===== src/ccmf_pkg.sv =====
package ccmf_pkg;

  // Fixed octet values of the congestion message
  localparam logic [12:0] MGMT_DLCI    = 13'h1FFF;
  localparam logic [7:0]  XID_CTRL     = 8'hAF;
  localparam logic [7:0]  FMT_ID       = 8'h83;
  localparam logic [7:0]  GRP_ID       = 8'hFA;
  localparam logic [7:0]  PID_NET      = 8'h01;
  localparam logic [7:0]  PID_DLCI     = 8'h02;
  localparam logic [7:0]  NID_LEN      = 8'h02;

  // Cause codes
  localparam logic [7:0]  CAUSE_NONE   = 8'h00;
  localparam logic [7:0]  CAUSE_INC    = 8'h02;
  localparam logic [7:0]  CAUSE_CLR    = 8'h03;
  localparam logic [7:0]  CAUSE_SUS    = 8'h04;
  localparam logic [7:0]  CAUSE_CRIT   = 8'h06;
  localparam logic [7:0]  CAUSE_CCLR   = 8'h07;
  localparam logic [7:0]  CAUSE_ABATE  = 8'h08;

  // Congestion levels
  localparam logic [1:0]  LVL_NORMAL   = 2'h0;
  localparam logic [1:0]  LVL_MODERATE = 2'h1;
  localparam logic [1:0]  LVL_MAXIMUM  = 2'h2;

  // Frame geometry; positions are 1-based octet numbers
  localparam logic [8:0]  MAX_FRAME    = 9'h104;
  localparam logic [8:0]  POS_DLCI     = 9'h00F;
  localparam logic [8:0]  FRAME_FIXED  = 9'h010;
  localparam logic [8:0]  CNT_CAUSE    = 9'h007;
  localparam logic [6:0]  MAX_DLCI_N   = 7'h7A;
  localparam int          MAX_DLCI     = 122;
  localparam logic [15:0] GLEN_FIXED   = 16'h0007;
  localparam logic [15:0] GLEN_TO_ALL  = 16'h0009;

  // Check sequence, bit-reversed form, low octet sent first
  localparam logic [15:0] CRC_INIT     = 16'hFFFF;
  localparam logic [15:0] CRC_POLY     = 16'h8408;
  localparam logic [15:0] CRC_GOOD     = 16'hF0B8;

  // One octet of check sequence update
  function automatic logic [15:0] ccmf_crc_step(input logic [15:0] crc, input logic [7:0] d);
    logic [15:0] c;
    c = crc ^ {8'h00, d};
    for (int i = 0; i < 8; i++) begin
      c = c[0] ? ((c >> 1) ^ CRC_POLY) : (c >> 1);
    end
    return c;
  endfunction : ccmf_crc_step

  // Octet at a given position, up to the last identifier entry
  function automatic logic [7:0] ccmf_tx_octet(input logic [8:0]  pos,
                                               input logic        cr,
                                               input logic [7:0]  cause,
                                               input logic [15:0] nid,
                                               input logic [7:0]  dl_len,
                                               input logic [12:0] dlci);
    logic [15:0] glen;
    glen = GLEN_FIXED + {8'h00, dl_len};
    unique case (pos)
      9'h001:  return {MGMT_DLCI[12:7], cr, 1'b0};
      9'h002:  return {MGMT_DLCI[6:0], 1'b1};
      9'h003:  return XID_CTRL;
      9'h004:  return FMT_ID;
      9'h005:  return GRP_ID;
      9'h006:  return glen[15:8];
      9'h007:  return glen[7:0];
      9'h008:  return cause;
      9'h009:  return PID_NET;
      9'h00A:  return NID_LEN;
      9'h00B:  return nid[15:8];
      9'h00C:  return nid[7:0];
      9'h00D:  return PID_DLCI;
      9'h00E:  return dl_len;
      default: return pos[0] ? {dlci[12:7], 2'b00} : {dlci[6:0], 1'b1};
    endcase
  endfunction : ccmf_tx_octet

  // Identifier carried by two address octets
  function automatic logic [12:0] ccmf_addr_dlci(input logic [7:0] o1, input logic [7:0] o2);
    return {o1[7:2], o2[7:1]};
  endfunction : ccmf_addr_dlci

  // Check of the fixed octets at 0-based count cnt
  function automatic logic ccmf_hdr_ok(input logic [8:0] cnt, input logic [7:0] d);
    unique case (cnt)
      9'h000:  return d[7:2] == MGMT_DLCI[12:7] && !d[0];
      9'h001:  return d == {MGMT_DLCI[6:0], 1'b1};
      9'h002:  return d == XID_CTRL;
      9'h003:  return d == FMT_ID;
      9'h004:  return d == GRP_ID;
      default: return 1'b1;
    endcase
  endfunction : ccmf_hdr_ok

  // Cause code is one of the listed values
  function automatic logic ccmf_cause_ok(input logic [7:0] d);
    return d inside {CAUSE_INC, CAUSE_CLR, CAUSE_SUS, CAUSE_CRIT, CAUSE_CCLR, CAUSE_ABATE};
  endfunction : ccmf_cause_ok

endpackage : ccmf_pkg


===== src/ccmf_link_if.sv =====
`timescale 1ns/1ps
interface ccmf_link_if;
  // Octet stream from node to peer
  logic       dn_valid;
  logic [7:0] dn_data;
  logic       dn_last;
  // Octet stream from peer to node
  logic       up_valid;
  logic [7:0] up_data;
  logic       up_last;

  modport node (output dn_valid, output dn_data, output dn_last,
                input  up_valid, input  up_data, input  up_last);
  modport peer (input  dn_valid, input  dn_data, input  dn_last,
                output up_valid, output up_data, output up_last);
endinterface : ccmf_link_if


===== src/ccmf_node.sv =====
`timescale 1ns/1ps
// Overview of operation
// - Octet 1 ones, C/R, bit 1 zero
// - Octet 2 all ones for this message
// - Message always sent on identifier 8191
// - Octet 3 is XID control 0xAF
// - Octet 4 format identifier 131
// - Octet 5 group identifier 250
// - Octets 6-7 count remaining octets before FCS
// - Never exceed 260 octets
// - Octet 8 carries one listed cause code
// - Normal-Moderate increasing, back gives clearing
// - Unchanged Moderate or Maximum gives sustained
// - Rise critical, abating, critical clearing
// - Octet 9 network parameter identifier 1
// - Octet 10 network length, honour any value
// - Network identifier names the originating network
// - Octet 13 identifier-list parameter 2
// - Drop frame lacking identifier-list parameter
// - Octet 14 equals twice identifier count
// - Each identifier two address octets
// - Two FCS octets after last entry
// - 16-bit CRC over whole frame
// - Identifier is 13-bit split address
module ccmf_node
  import ccmf_pkg::*;
(
  input  wire logic        i_sys_clk,
  input  wire logic        i_rst,
  ccmf_link_if.node        lnk,
  input  wire logic        i_measure,
  input  wire logic [1:0]  i_cong_level,
  input  wire logic        i_cmd_resp,
  input  wire logic [15:0] i_net_id,
  input  wire logic        i_dlci_wr,
  input  wire logic [6:0]  i_dlci_idx,
  input  wire logic [12:0] i_dlci_val,
  input  wire logic [6:0]  i_dlci_count,
  output logic             o_tx_busy,
  output logic [7:0]       o_tx_cause,
  input  wire logic [6:0]  i_rx_rd_idx,
  output logic [12:0]      o_rx_dlci,
  output logic             o_rx_ok,
  output logic             o_rx_drop,
  output logic [7:0]       o_rx_cause,
  output logic [15:0]      o_rx_net_id,
  output logic [6:0]       o_rx_dlci_count
);

  typedef enum logic {TX_IDLE, TX_RUN} ccmf_tx_e;
  typedef enum logic [3:0] {RX_HDR, RX_NID_ID, RX_NID_LEN, RX_NID_VAL, RX_DL_ID,
                            RX_DL_LEN, RX_DL_VAL, RX_FCS, RX_BAD} ccmf_rx_e;

  ccmf_tx_e    tx_st;
  logic [1:0]  prev_level;
  logic [1:0]  cur_level;
  logic [7:0]  next_cause;
  logic [6:0]  req_n;
  logic [8:0]  tx_pos;
  logic [8:0]  tx_end;
  logic [15:0] tx_crc;
  logic [15:0] tx_nid;
  logic [6:0]  tx_n;
  logic        tx_cr;
  logic [8:0]  dl_idx;
  logic [12:0] dl_word;
  logic [7:0]  tx_byte;
  logic        dn_valid;
  logic [7:0]  dn_data;
  logic        dn_last;
  logic [12:0] tx_mem [MAX_DLCI];
  logic [12:0] rx_mem [MAX_DLCI];

  ccmf_rx_e    rx_st;
  logic [8:0]  rx_cnt;
  logic [7:0]  rx_rem;
  logic [15:0] rx_crc;
  logic [15:0] rx_crc_nx;
  logic [15:0] rx_glen;
  logic [7:0]  rx_cause;
  logic [15:0] rx_nid;
  logic [6:0]  rx_n;
  logic [7:0]  rx_hi;
  logic        rx_fcs2;
  logic        fin_ok;

  // Cause from previous and present level
  function automatic logic [7:0] pick_cause(input logic [1:0] p, input logic [1:0] c);
    unique case ({p, c})
      {LVL_NORMAL, LVL_MODERATE}:   return CAUSE_INC;
      {LVL_MODERATE, LVL_NORMAL}:   return CAUSE_CLR;
      {LVL_MODERATE, LVL_MODERATE}: return CAUSE_SUS;
      {LVL_MAXIMUM, LVL_MAXIMUM}:   return CAUSE_SUS;
      {LVL_NORMAL, LVL_MAXIMUM}:    return CAUSE_CRIT;
      {LVL_MODERATE, LVL_MAXIMUM}:  return CAUSE_CRIT;
      {LVL_MAXIMUM, LVL_MODERATE}:  return CAUSE_ABATE;
      {LVL_MAXIMUM, LVL_NORMAL}:    return CAUSE_CCLR;
      default:                      return CAUSE_NONE;
    endcase
  endfunction : pick_cause

  // Level 3 is taken as Maximum; list size clamped to the frame limit
  always_comb begin
    cur_level  = (i_cong_level > LVL_MAXIMUM) ? LVL_MAXIMUM : i_cong_level;
    next_cause = pick_cause(prev_level, cur_level);
    req_n      = (i_dlci_count > MAX_DLCI_N) ? MAX_DLCI_N : i_dlci_count;
  end

  // Transmit identifier table
  always_ff @(posedge i_sys_clk) begin
    if (i_dlci_wr && i_dlci_idx < MAX_DLCI_N) begin
      tx_mem[i_dlci_idx] <= i_dlci_val;
    end
  end

  // Octet for the present transmit position
  always_comb begin
    dl_idx  = tx_pos - POS_DLCI;
    dl_word = '0;
    if (tx_pos >= POS_DLCI && dl_idx[8:1] < {1'b0, MAX_DLCI_N}) begin
      dl_word = tx_mem[dl_idx[7:1]];
    end
    tx_byte = ccmf_tx_octet(tx_pos, tx_cr, o_tx_cause, tx_nid, {tx_n, 1'b0}, dl_word);
  end

  // Level seen at the last measurement taken while idle
  always_ff @(posedge i_sys_clk or posedge i_rst) begin
    if (i_rst) begin
      prev_level <= LVL_NORMAL;
    end else if (i_measure && tx_st == TX_IDLE) begin
      prev_level <= cur_level;
    end
  end

  // Transmit sequencer
  always_ff @(posedge i_sys_clk or posedge i_rst) begin
    if (i_rst) begin
      tx_st      <= TX_IDLE;
      tx_pos     <= 9'h001;
      tx_end     <= FRAME_FIXED;
      tx_crc     <= CRC_INIT;
      tx_nid     <= 16'h0000;
      tx_n       <= 7'h00;
      tx_cr      <= 1'b0;
      o_tx_cause <= CAUSE_NONE;
      dn_valid   <= 1'b0;
      dn_data    <= 8'h00;
      dn_last    <= 1'b0;
    end else begin
      dn_valid <= 1'b0;
      dn_last  <= 1'b0;
      unique case (tx_st)
        TX_IDLE: begin
          if (i_measure && next_cause != CAUSE_NONE) begin
            o_tx_cause <= next_cause;
            tx_nid     <= i_net_id;
            tx_n       <= req_n;
            tx_cr      <= i_cmd_resp;
            tx_end     <= FRAME_FIXED + {1'b0, req_n, 1'b0};
            tx_pos     <= 9'h001;
            tx_crc     <= CRC_INIT;
            tx_st      <= TX_RUN;
          end
        end
        TX_RUN: begin
          dn_valid <= 1'b1;
          tx_pos   <= tx_pos + 9'h001;
          if (tx_pos < tx_end - 9'h001) begin
            dn_data <= tx_byte;
            tx_crc  <= ccmf_crc_step(tx_crc, tx_byte);
          end else if (tx_pos == tx_end - 9'h001) begin
            dn_data <= ~tx_crc[7:0];
          end else begin
            dn_data <= ~tx_crc[15:8];
            dn_last <= 1'b1;
            tx_st   <= TX_IDLE;
          end
        end
      endcase
    end
  end

  assign lnk.dn_valid = dn_valid;
  assign lnk.dn_data  = dn_data;
  assign lnk.dn_last  = dn_last;
  assign o_tx_busy    = (tx_st == TX_RUN);

  // End-of-frame acceptance test
  always_comb begin
    rx_crc_nx = ccmf_crc_step(rx_crc, lnk.up_data);
    fin_ok    = rx_st == RX_FCS && rx_fcs2 && rx_crc_nx == CRC_GOOD
                && ({7'h00, rx_cnt} + 16'h0001) == (rx_glen + GLEN_TO_ALL);
  end

  // Receive parser
  always_ff @(posedge i_sys_clk or posedge i_rst) begin
    if (i_rst) begin
      rx_st    <= RX_HDR;
      rx_cnt   <= 9'h000;
      rx_rem   <= 8'h00;
      rx_crc   <= CRC_INIT;
      rx_glen  <= 16'h0000;
      rx_cause <= CAUSE_NONE;
      rx_nid   <= 16'h0000;
      rx_n     <= 7'h00;
      rx_hi    <= 8'h00;
      rx_fcs2  <= 1'b0;
    end else if (lnk.up_valid) begin
      rx_cnt <= rx_cnt + 9'h001;
      rx_crc <= rx_crc_nx;
      unique case (rx_st)
        RX_HDR: begin
          if (!ccmf_hdr_ok(rx_cnt, lnk.up_data)) rx_st <= RX_BAD;
          if (rx_cnt == 9'h000) rx_n <= 7'h00;
          if (rx_cnt == 9'h005) rx_glen[15:8] <= lnk.up_data;
          if (rx_cnt == 9'h006) rx_glen[7:0] <= lnk.up_data;
          if (rx_cnt == CNT_CAUSE) begin
            rx_cause <= lnk.up_data;
            rx_st    <= ccmf_cause_ok(lnk.up_data) ? RX_NID_ID : RX_BAD;
          end
        end
        RX_NID_ID:  rx_st <= (lnk.up_data == PID_NET) ? RX_NID_LEN : RX_BAD;
        RX_NID_LEN: begin
          rx_rem <= lnk.up_data;
          rx_nid <= 16'h0000;
          rx_st  <= (lnk.up_data == 8'h00) ? RX_DL_ID : RX_NID_VAL;
        end
        RX_NID_VAL: begin
          rx_nid <= {rx_nid[7:0], lnk.up_data};
          rx_rem <= rx_rem - 8'h01;
          if (rx_rem == 8'h01) rx_st <= RX_DL_ID;
        end
        RX_DL_ID:   rx_st <= (lnk.up_data == PID_DLCI) ? RX_DL_LEN : RX_BAD;
        RX_DL_LEN: begin
          rx_rem <= lnk.up_data;
          if (lnk.up_data[0] || lnk.up_data > {MAX_DLCI_N, 1'b0}) rx_st <= RX_BAD;
          else if (lnk.up_data == 8'h00) rx_st <= RX_FCS;
          else rx_st <= RX_DL_VAL;
        end
        RX_DL_VAL: begin
          rx_rem <= rx_rem - 8'h01;
          if (!rx_rem[0]) begin
            rx_hi <= lnk.up_data;
          end else begin
            rx_mem[rx_n] <= ccmf_addr_dlci(rx_hi, lnk.up_data);
            rx_n         <= rx_n + 7'h01;
          end
          if (rx_rem == 8'h01) rx_st <= RX_FCS;
        end
        RX_FCS: begin
          if (rx_fcs2) rx_st <= RX_BAD;
          rx_fcs2 <= 1'b1;
        end
        default: rx_st <= RX_BAD;
      endcase
      if (rx_cnt >= MAX_FRAME - 9'h001) rx_st <= RX_BAD;
      if (lnk.up_last) begin
        rx_st   <= RX_HDR;
        rx_cnt  <= 9'h000;
        rx_crc  <= CRC_INIT;
        rx_fcs2 <= 1'b0;
      end
    end
  end

  // Verdict pulses and fields of the last good frame
  always_ff @(posedge i_sys_clk or posedge i_rst) begin
    if (i_rst) begin
      o_rx_ok         <= 1'b0;
      o_rx_drop       <= 1'b0;
      o_rx_cause      <= CAUSE_NONE;
      o_rx_net_id     <= 16'h0000;
      o_rx_dlci_count <= 7'h00;
    end else begin
      o_rx_ok   <= lnk.up_valid && lnk.up_last && fin_ok;
      o_rx_drop <= lnk.up_valid && lnk.up_last && !fin_ok;
      if (lnk.up_valid && lnk.up_last && fin_ok) begin
        o_rx_cause      <= rx_cause;
        o_rx_net_id     <= rx_nid;
        o_rx_dlci_count <= rx_n;
      end
    end
  end

  // Received identifier read port
  always_ff @(posedge i_sys_clk or posedge i_rst) begin
    if (i_rst) begin
      o_rx_dlci <= 13'h0000;
    end else begin
      o_rx_dlci <= (i_rx_rd_idx < MAX_DLCI_N) ? rx_mem[i_rx_rd_idx] : 13'h0000;
    end
  end

endmodule : ccmf_node


===== src/flat_wrapper.sv =====
// flat-port wrapper written by rule: the top's interface ports become plain ports
module ccmf_node_flat import ccmf_pkg::*;
  (i_sys_clk, i_rst, i_measure, i_cong_level, i_cmd_resp, i_net_id, i_dlci_wr, i_dlci_idx, i_dlci_val, i_dlci_count, o_tx_busy, o_tx_cause, i_rx_rd_idx, o_rx_dlci, o_rx_ok, o_rx_drop, o_rx_cause, o_rx_net_id, o_rx_dlci_count, lnk_dn_valid, lnk_dn_data, lnk_dn_last, lnk_up_valid, lnk_up_data, lnk_up_last);
  ccmf_link_if lnk_i ();
  input  wire logic i_sys_clk;
  input  wire logic i_rst;
  input  wire logic i_measure;
  input  wire logic [1:0] i_cong_level;
  input  wire logic i_cmd_resp;
  input  wire logic [15:0] i_net_id;
  input  wire logic i_dlci_wr;
  input  wire logic [6:0] i_dlci_idx;
  input  wire logic [12:0] i_dlci_val;
  input  wire logic [6:0] i_dlci_count;
  output logic o_tx_busy;
  output logic [7:0] o_tx_cause;
  input  wire logic [6:0] i_rx_rd_idx;
  output logic [12:0] o_rx_dlci;
  output logic o_rx_ok;
  output logic o_rx_drop;
  output logic [7:0] o_rx_cause;
  output logic [15:0] o_rx_net_id;
  output logic [6:0] o_rx_dlci_count;
  output wire logic [$bits(lnk_i.dn_valid)-1:0] lnk_dn_valid;
  output wire logic [$bits(lnk_i.dn_data)-1:0] lnk_dn_data;
  output wire logic [$bits(lnk_i.dn_last)-1:0] lnk_dn_last;
  input wire logic [$bits(lnk_i.up_valid)-1:0] lnk_up_valid;
  input wire logic [$bits(lnk_i.up_data)-1:0] lnk_up_data;
  input wire logic [$bits(lnk_i.up_last)-1:0] lnk_up_last;
  assign lnk_dn_valid = lnk_i.dn_valid;
  assign lnk_dn_data = lnk_i.dn_data;
  assign lnk_dn_last = lnk_i.dn_last;
  assign lnk_i.up_valid = lnk_up_valid;
  assign lnk_i.up_data = lnk_up_data;
  assign lnk_i.up_last = lnk_up_last;
  ccmf_node u_core (.i_sys_clk(i_sys_clk), .i_rst(i_rst), .lnk(lnk_i), .i_measure(i_measure), .i_cong_level(i_cong_level), .i_cmd_resp(i_cmd_resp), .i_net_id(i_net_id), .i_dlci_wr(i_dlci_wr), .i_dlci_idx(i_dlci_idx), .i_dlci_val(i_dlci_val), .i_dlci_count(i_dlci_count), .o_tx_busy(o_tx_busy), .o_tx_cause(o_tx_cause), .i_rx_rd_idx(i_rx_rd_idx), .o_rx_dlci(o_rx_dlci), .o_rx_ok(o_rx_ok), .o_rx_drop(o_rx_drop), .o_rx_cause(o_rx_cause), .o_rx_net_id(o_rx_net_id), .o_rx_dlci_count(o_rx_dlci_count));
endmodule

===== config.mk =====
export PLATFORM = sky130hd
export DESIGN_NAME = ccmf_node_flat
export DESIGN_NICKNAME = d
export VERILOG_FILES = /design/src/ccmf_pkg.sv /design/src/ccmf_link_if.sv /design/src/ccmf_node.sv /design/src/flat_wrapper.sv
export SDC_FILE = /design/constraint.sdc
export NUM_CORES = 2
export LEC_CHECK = 0
export ABC_AREA = 0
export ABC_CLOCK_PERIOD_IN_PS = 6600
export CAP_MARGIN = 25
export CORE_MARGIN = 4
export CORE_UTILIZATION = 45
export DETAILED_ROUTE_END_ITERATION = 8
export DONT_BUFFER_PORTS = 1
export SLEW_MARGIN = 15
export SYNTH_ARGS = -nofsm -noshare
export SYNTH_HDL_FRONTEND = slang
export SYNTH_SLANG_ARGS = --single-unit

===== constraint.sdc =====
create_clock -name i_sys_clk -period 6.6 [get_ports i_sys_clk]
set_clock_uncertainty 0.05 [all_clocks]
set_input_delay 0.66 -clock i_sys_clk [delete_from_list [all_inputs] [get_ports i_sys_clk]]
set_output_delay 0.66 -clock i_sys_clk [all_outputs]
set_load 0.05 [all_outputs]

==> results.ini <==
[placement]
port_buffers = 0
pre_cts_slack_ns = 1.01
hpwl_um = 199000
gp_congestion = 0.883
postPlaceCellArea_sq_um = 140000

[die]
die_w_um = 554
io_pins = 132
fp-row-count = 200
die-area_sq_um = 307000
fp.coreArea_sq_um = 297000
start_util_pct = 45.2
die_y_um = 554

[timing]
setup_tns_ns = 0
tightest_slew_ns = 1.90
maxSlewViolCount = 257
slew_headroom_pct = -26.7
period_minus_slack_ns = 5.62
grt_setup_unrepaired = no
hold_ws_ns = 0.0448
clock.fmax_mhz = 178
setup_violations = 0
setup_slack_ns = 0.981
hold_viol = 0
period_share_pct = 85.1

[clocking]
cts_made_buffers = 348
cts_tree = done
clk_pin_slew_ns = 0.06
cts_buffer_depth = 4
cts_hold_buf = 62
cts_max_level = 5
cts_setup_buffers = 0
cts_resized = 0
cts-root-buf = clkbuf_16
clk_latency_ns = 0.88
cts.sinks = 3380

[yosys]
yosysWarnings = 0
synth_top_area_share_pct = 71.0
ys_seq_elements = 3380
synthArstFlopShare_pct = 6.15
synthDistinctLibCells = 99
synthCells = 6945
postSynthAreaPerCell_sq_um = 19.3
synth_top_family_by_area = multiplexers
synth-xor-area-share_pct = 0.765
synth_fa_ha_area_share_pct = 0.215
synthFlopType = edfxtp_1
yosysTopAreaCell = edfxtp_1
synth.area.mux_share_pct = 14.6
yosysSeqAreaShare_pct = 74.9
synth_compound_area_share_pct = 4.60
netlist_top_cells_area = edfxtp_1 71%, mux4_2 11%, dfrtp_1 3.2%, mux2i_1 2.0%, nor2_1 1.1%
synth-simple-area-share_pct = 3.23
synth_enable_flop_cells = 3172
netlist_area_sq_um = 134000

[outcome]
violations = slew limit
status = finished, violations left

[worst_setup_path]
crit_slowest_cell = ha_4
crit_family = compound AO/OA/AOI/OAI gates
worstSetupPathType = register to register
slowest_delay_ns = 0.86
crit_chain = clkinv_1 > ha_4 > buf_12 > mux4_2 > o221ai_1 > o21ai_0 > o211ai_1 > nand3_1 > o211a_1 > xnor3_1 > o21a_1
crit_arrival_ns = 6.35
worstPathBufferInverterCount = 2
crit_fanout = 64
worstPathRequired_ns = 7.33
start_kind = register
cp-end-kind = register

[cells_and_area]
areaGrowthSynthToFinish_pct = 13.6
final_cell_mix = 3,172 x edfxtp_1, 683 x mux4_2, 357 x clkbuf_16
utilization_pct = 51.4
fin_nets = 7386
drive_gt1_share_pct = 23.7
stdcell_area_sq_um = 152000
final_common_cell = edfxtp_1
nFillCells = 23700

[global_route]
grt_max_degree = 514
grt_use_total_pct = 22.7
grt_pass1_wl_um = 511000
grt_pass1_vias = 69800
overflow = 0
antenna_found_initial = 10

[min_path]
min_path_type = primary input to register

[detailed_routing]
final_antenna_net_count = 0
wl_per_cell_um = 30.8
drt-total-wl_um = 355000
firstDrtPassIters = 6
vias = 70100
viasPerCell = 6.09
drcViolationCount = 0
drtIter0Drc = 8212

[job]
max-cap-violations = 0

[power]
leakage_nw = 47.7
p_per_area_nw_per_um2 = 403
irDropWorstVdd_mv = 0.478

==> stage by stage <==
step	cells	power [mW]
final	11500	61.4
after global routing	11500	63.5
after CTS	11500	61.7
after detailed placement	10800	42.2
after global placement	10800	42.1
after floorplan	6948	36.7
==> synth_stat cells (23+ instances only) <==
| library cell | instances |
|---|---|
| nand2_1 | 250 |
| inv_1 | 36 |
| nor2b_1 | 35 |
| buf_6 | 31 |
| a211oi_1 | 39 |
| nor3_1 | 99 |
| xnor2_1 | 66 |
| buf_4 | 46 |
| mux4_2 | 683 |
| edfxtp_1 | 3172 |
| ha_1 | 23 |
| nor4_1 | 26 |
| clkbuf_1 | 198 |
| nand3_1 | 63 |
| mux2_2 | 126 |
| nor2_1 | 387 |
| dfstp_2 | 34 |
| xor2_1 | 27 |
| o22ai_1 | 143 |
| mux2i_1 | 263 |
| a21oi_1 | 254 |
| buf_2 | 80 |
| dfrtp_1 | 174 |
| o221ai_1 | 105 |
| buf_1 | 48 |
| o21ai_0 | 176 |
==> worst register-to-register path, cell delays in order (launching register included) <==
cell and delay, ns:
dfstp_2 0.56, clkinv_1 0.43, ha_4 0.86, buf_12 0.50, mux4_2 0.69, o221ai_1 0.40, o21ai_0 0.41, o211ai_1 0.61
nand3_1 0.19, o211a_1 0.33, xnor3_1 0.35, o21a_1 0.17
==> area by class of cell <==
class / count / area, sq um / area share, %
clock buffer: 442 / 9380 / 6.16
inverter: 39 / 154 / 0.101
sequential: 3380 / 101000 / 65.9
multi-input combinational: 3118 / 31700 / 20.8
clock inverter: 180 / 1660 / 1.09
timing repair buffer: 409 / 4090 / 2.68
antenna: 4 / 10.0 / 0.00657
tap: 3939 / 4930 / 3.23
==> power breakdown <==
part           internal [mW]  total, mW  switching, mW
clock                   11.2       19.2           8.03
sequential              23.8       24.5          0.622
combinational           7.48       17.7           10.2
total                   42.5       61.4           18.9
==> cell families (layout without fill, tap and decap cells) <==
logic type,after synthesis,count (layout)
flops,3380,3380
mux,1077,1077
simple gates,967,967
compound gates,944,944
buf+inv,450,1070
xor+xnor,103,103
fa+ha+maj,23,23
other cells,1,8
==> layer usage <==
layer | wire [um] | up-vias | GRT usage, %
li1 | - | 29200 | -
met1 | 144000 | 37300 | 31.7
met2 | 173000 | 3002 | 37.0
met3 | 24200 | 596 | 3.21
met4 | 13300 | 4 | 7.71
met5 | 26 | - | 0
==> final timing paths <==
check                                          startpoint                                     to  slack [ns]  cells past startpoint
min reg2reg                u_core.rx_cause[3]$_DFFE_PP0P_         u_core.rx_cause[3]$_DFFE_PP0P_        0.43                      2
max in group asynchronous                           i_rst          u_core.tx_crc[13]$_DFFE_PP1P_        4.89                      4
max reg2reg                  u_core.tx_pos[0]$_DFFE_PP1P_           u_core.tx_crc[3]$_DFFE_PP1P_        0.98                     11
max                          u_core.tx_pos[0]$_DFFE_PP1P_           u_core.tx_crc[3]$_DFFE_PP1P_        0.98                     11
min in group asynchronous                           i_rst  u_core.o_rx_dlci_count[0]$_DFFE_PP0P_        0.38                      2
min                                        i_rx_rd_idx[3]          u_core.o_rx_dlci[3]$_DFF_PP0_        0.04                      3
==> sequential cells by signal, indices dropped and copies added, names as in the netlist, 7 cells and up <==
signal	count
u_core.rx_rem	8
u_core.o_rx_cause	8
u_core.rx_cause	8
u_core.tx_nid	16
u_core.rx_mem	1586
u_core.tx_crc	16
u_core.o_rx_dlci_count	7
u_core.rx_cnt	9
u_core.tx_mem	1586
u_core.lnk.dn_data	8
u_core.rx_nid	16
u_core.o_rx_dlci	13
u_core.rx_crc	16
u_core.rx_n	7
u_core.rx_glen	16
u_core.tx_n	7
u_core.tx_pos	9
u_core.o_rx_net_id	16
(Power assumes the default switching activity.)
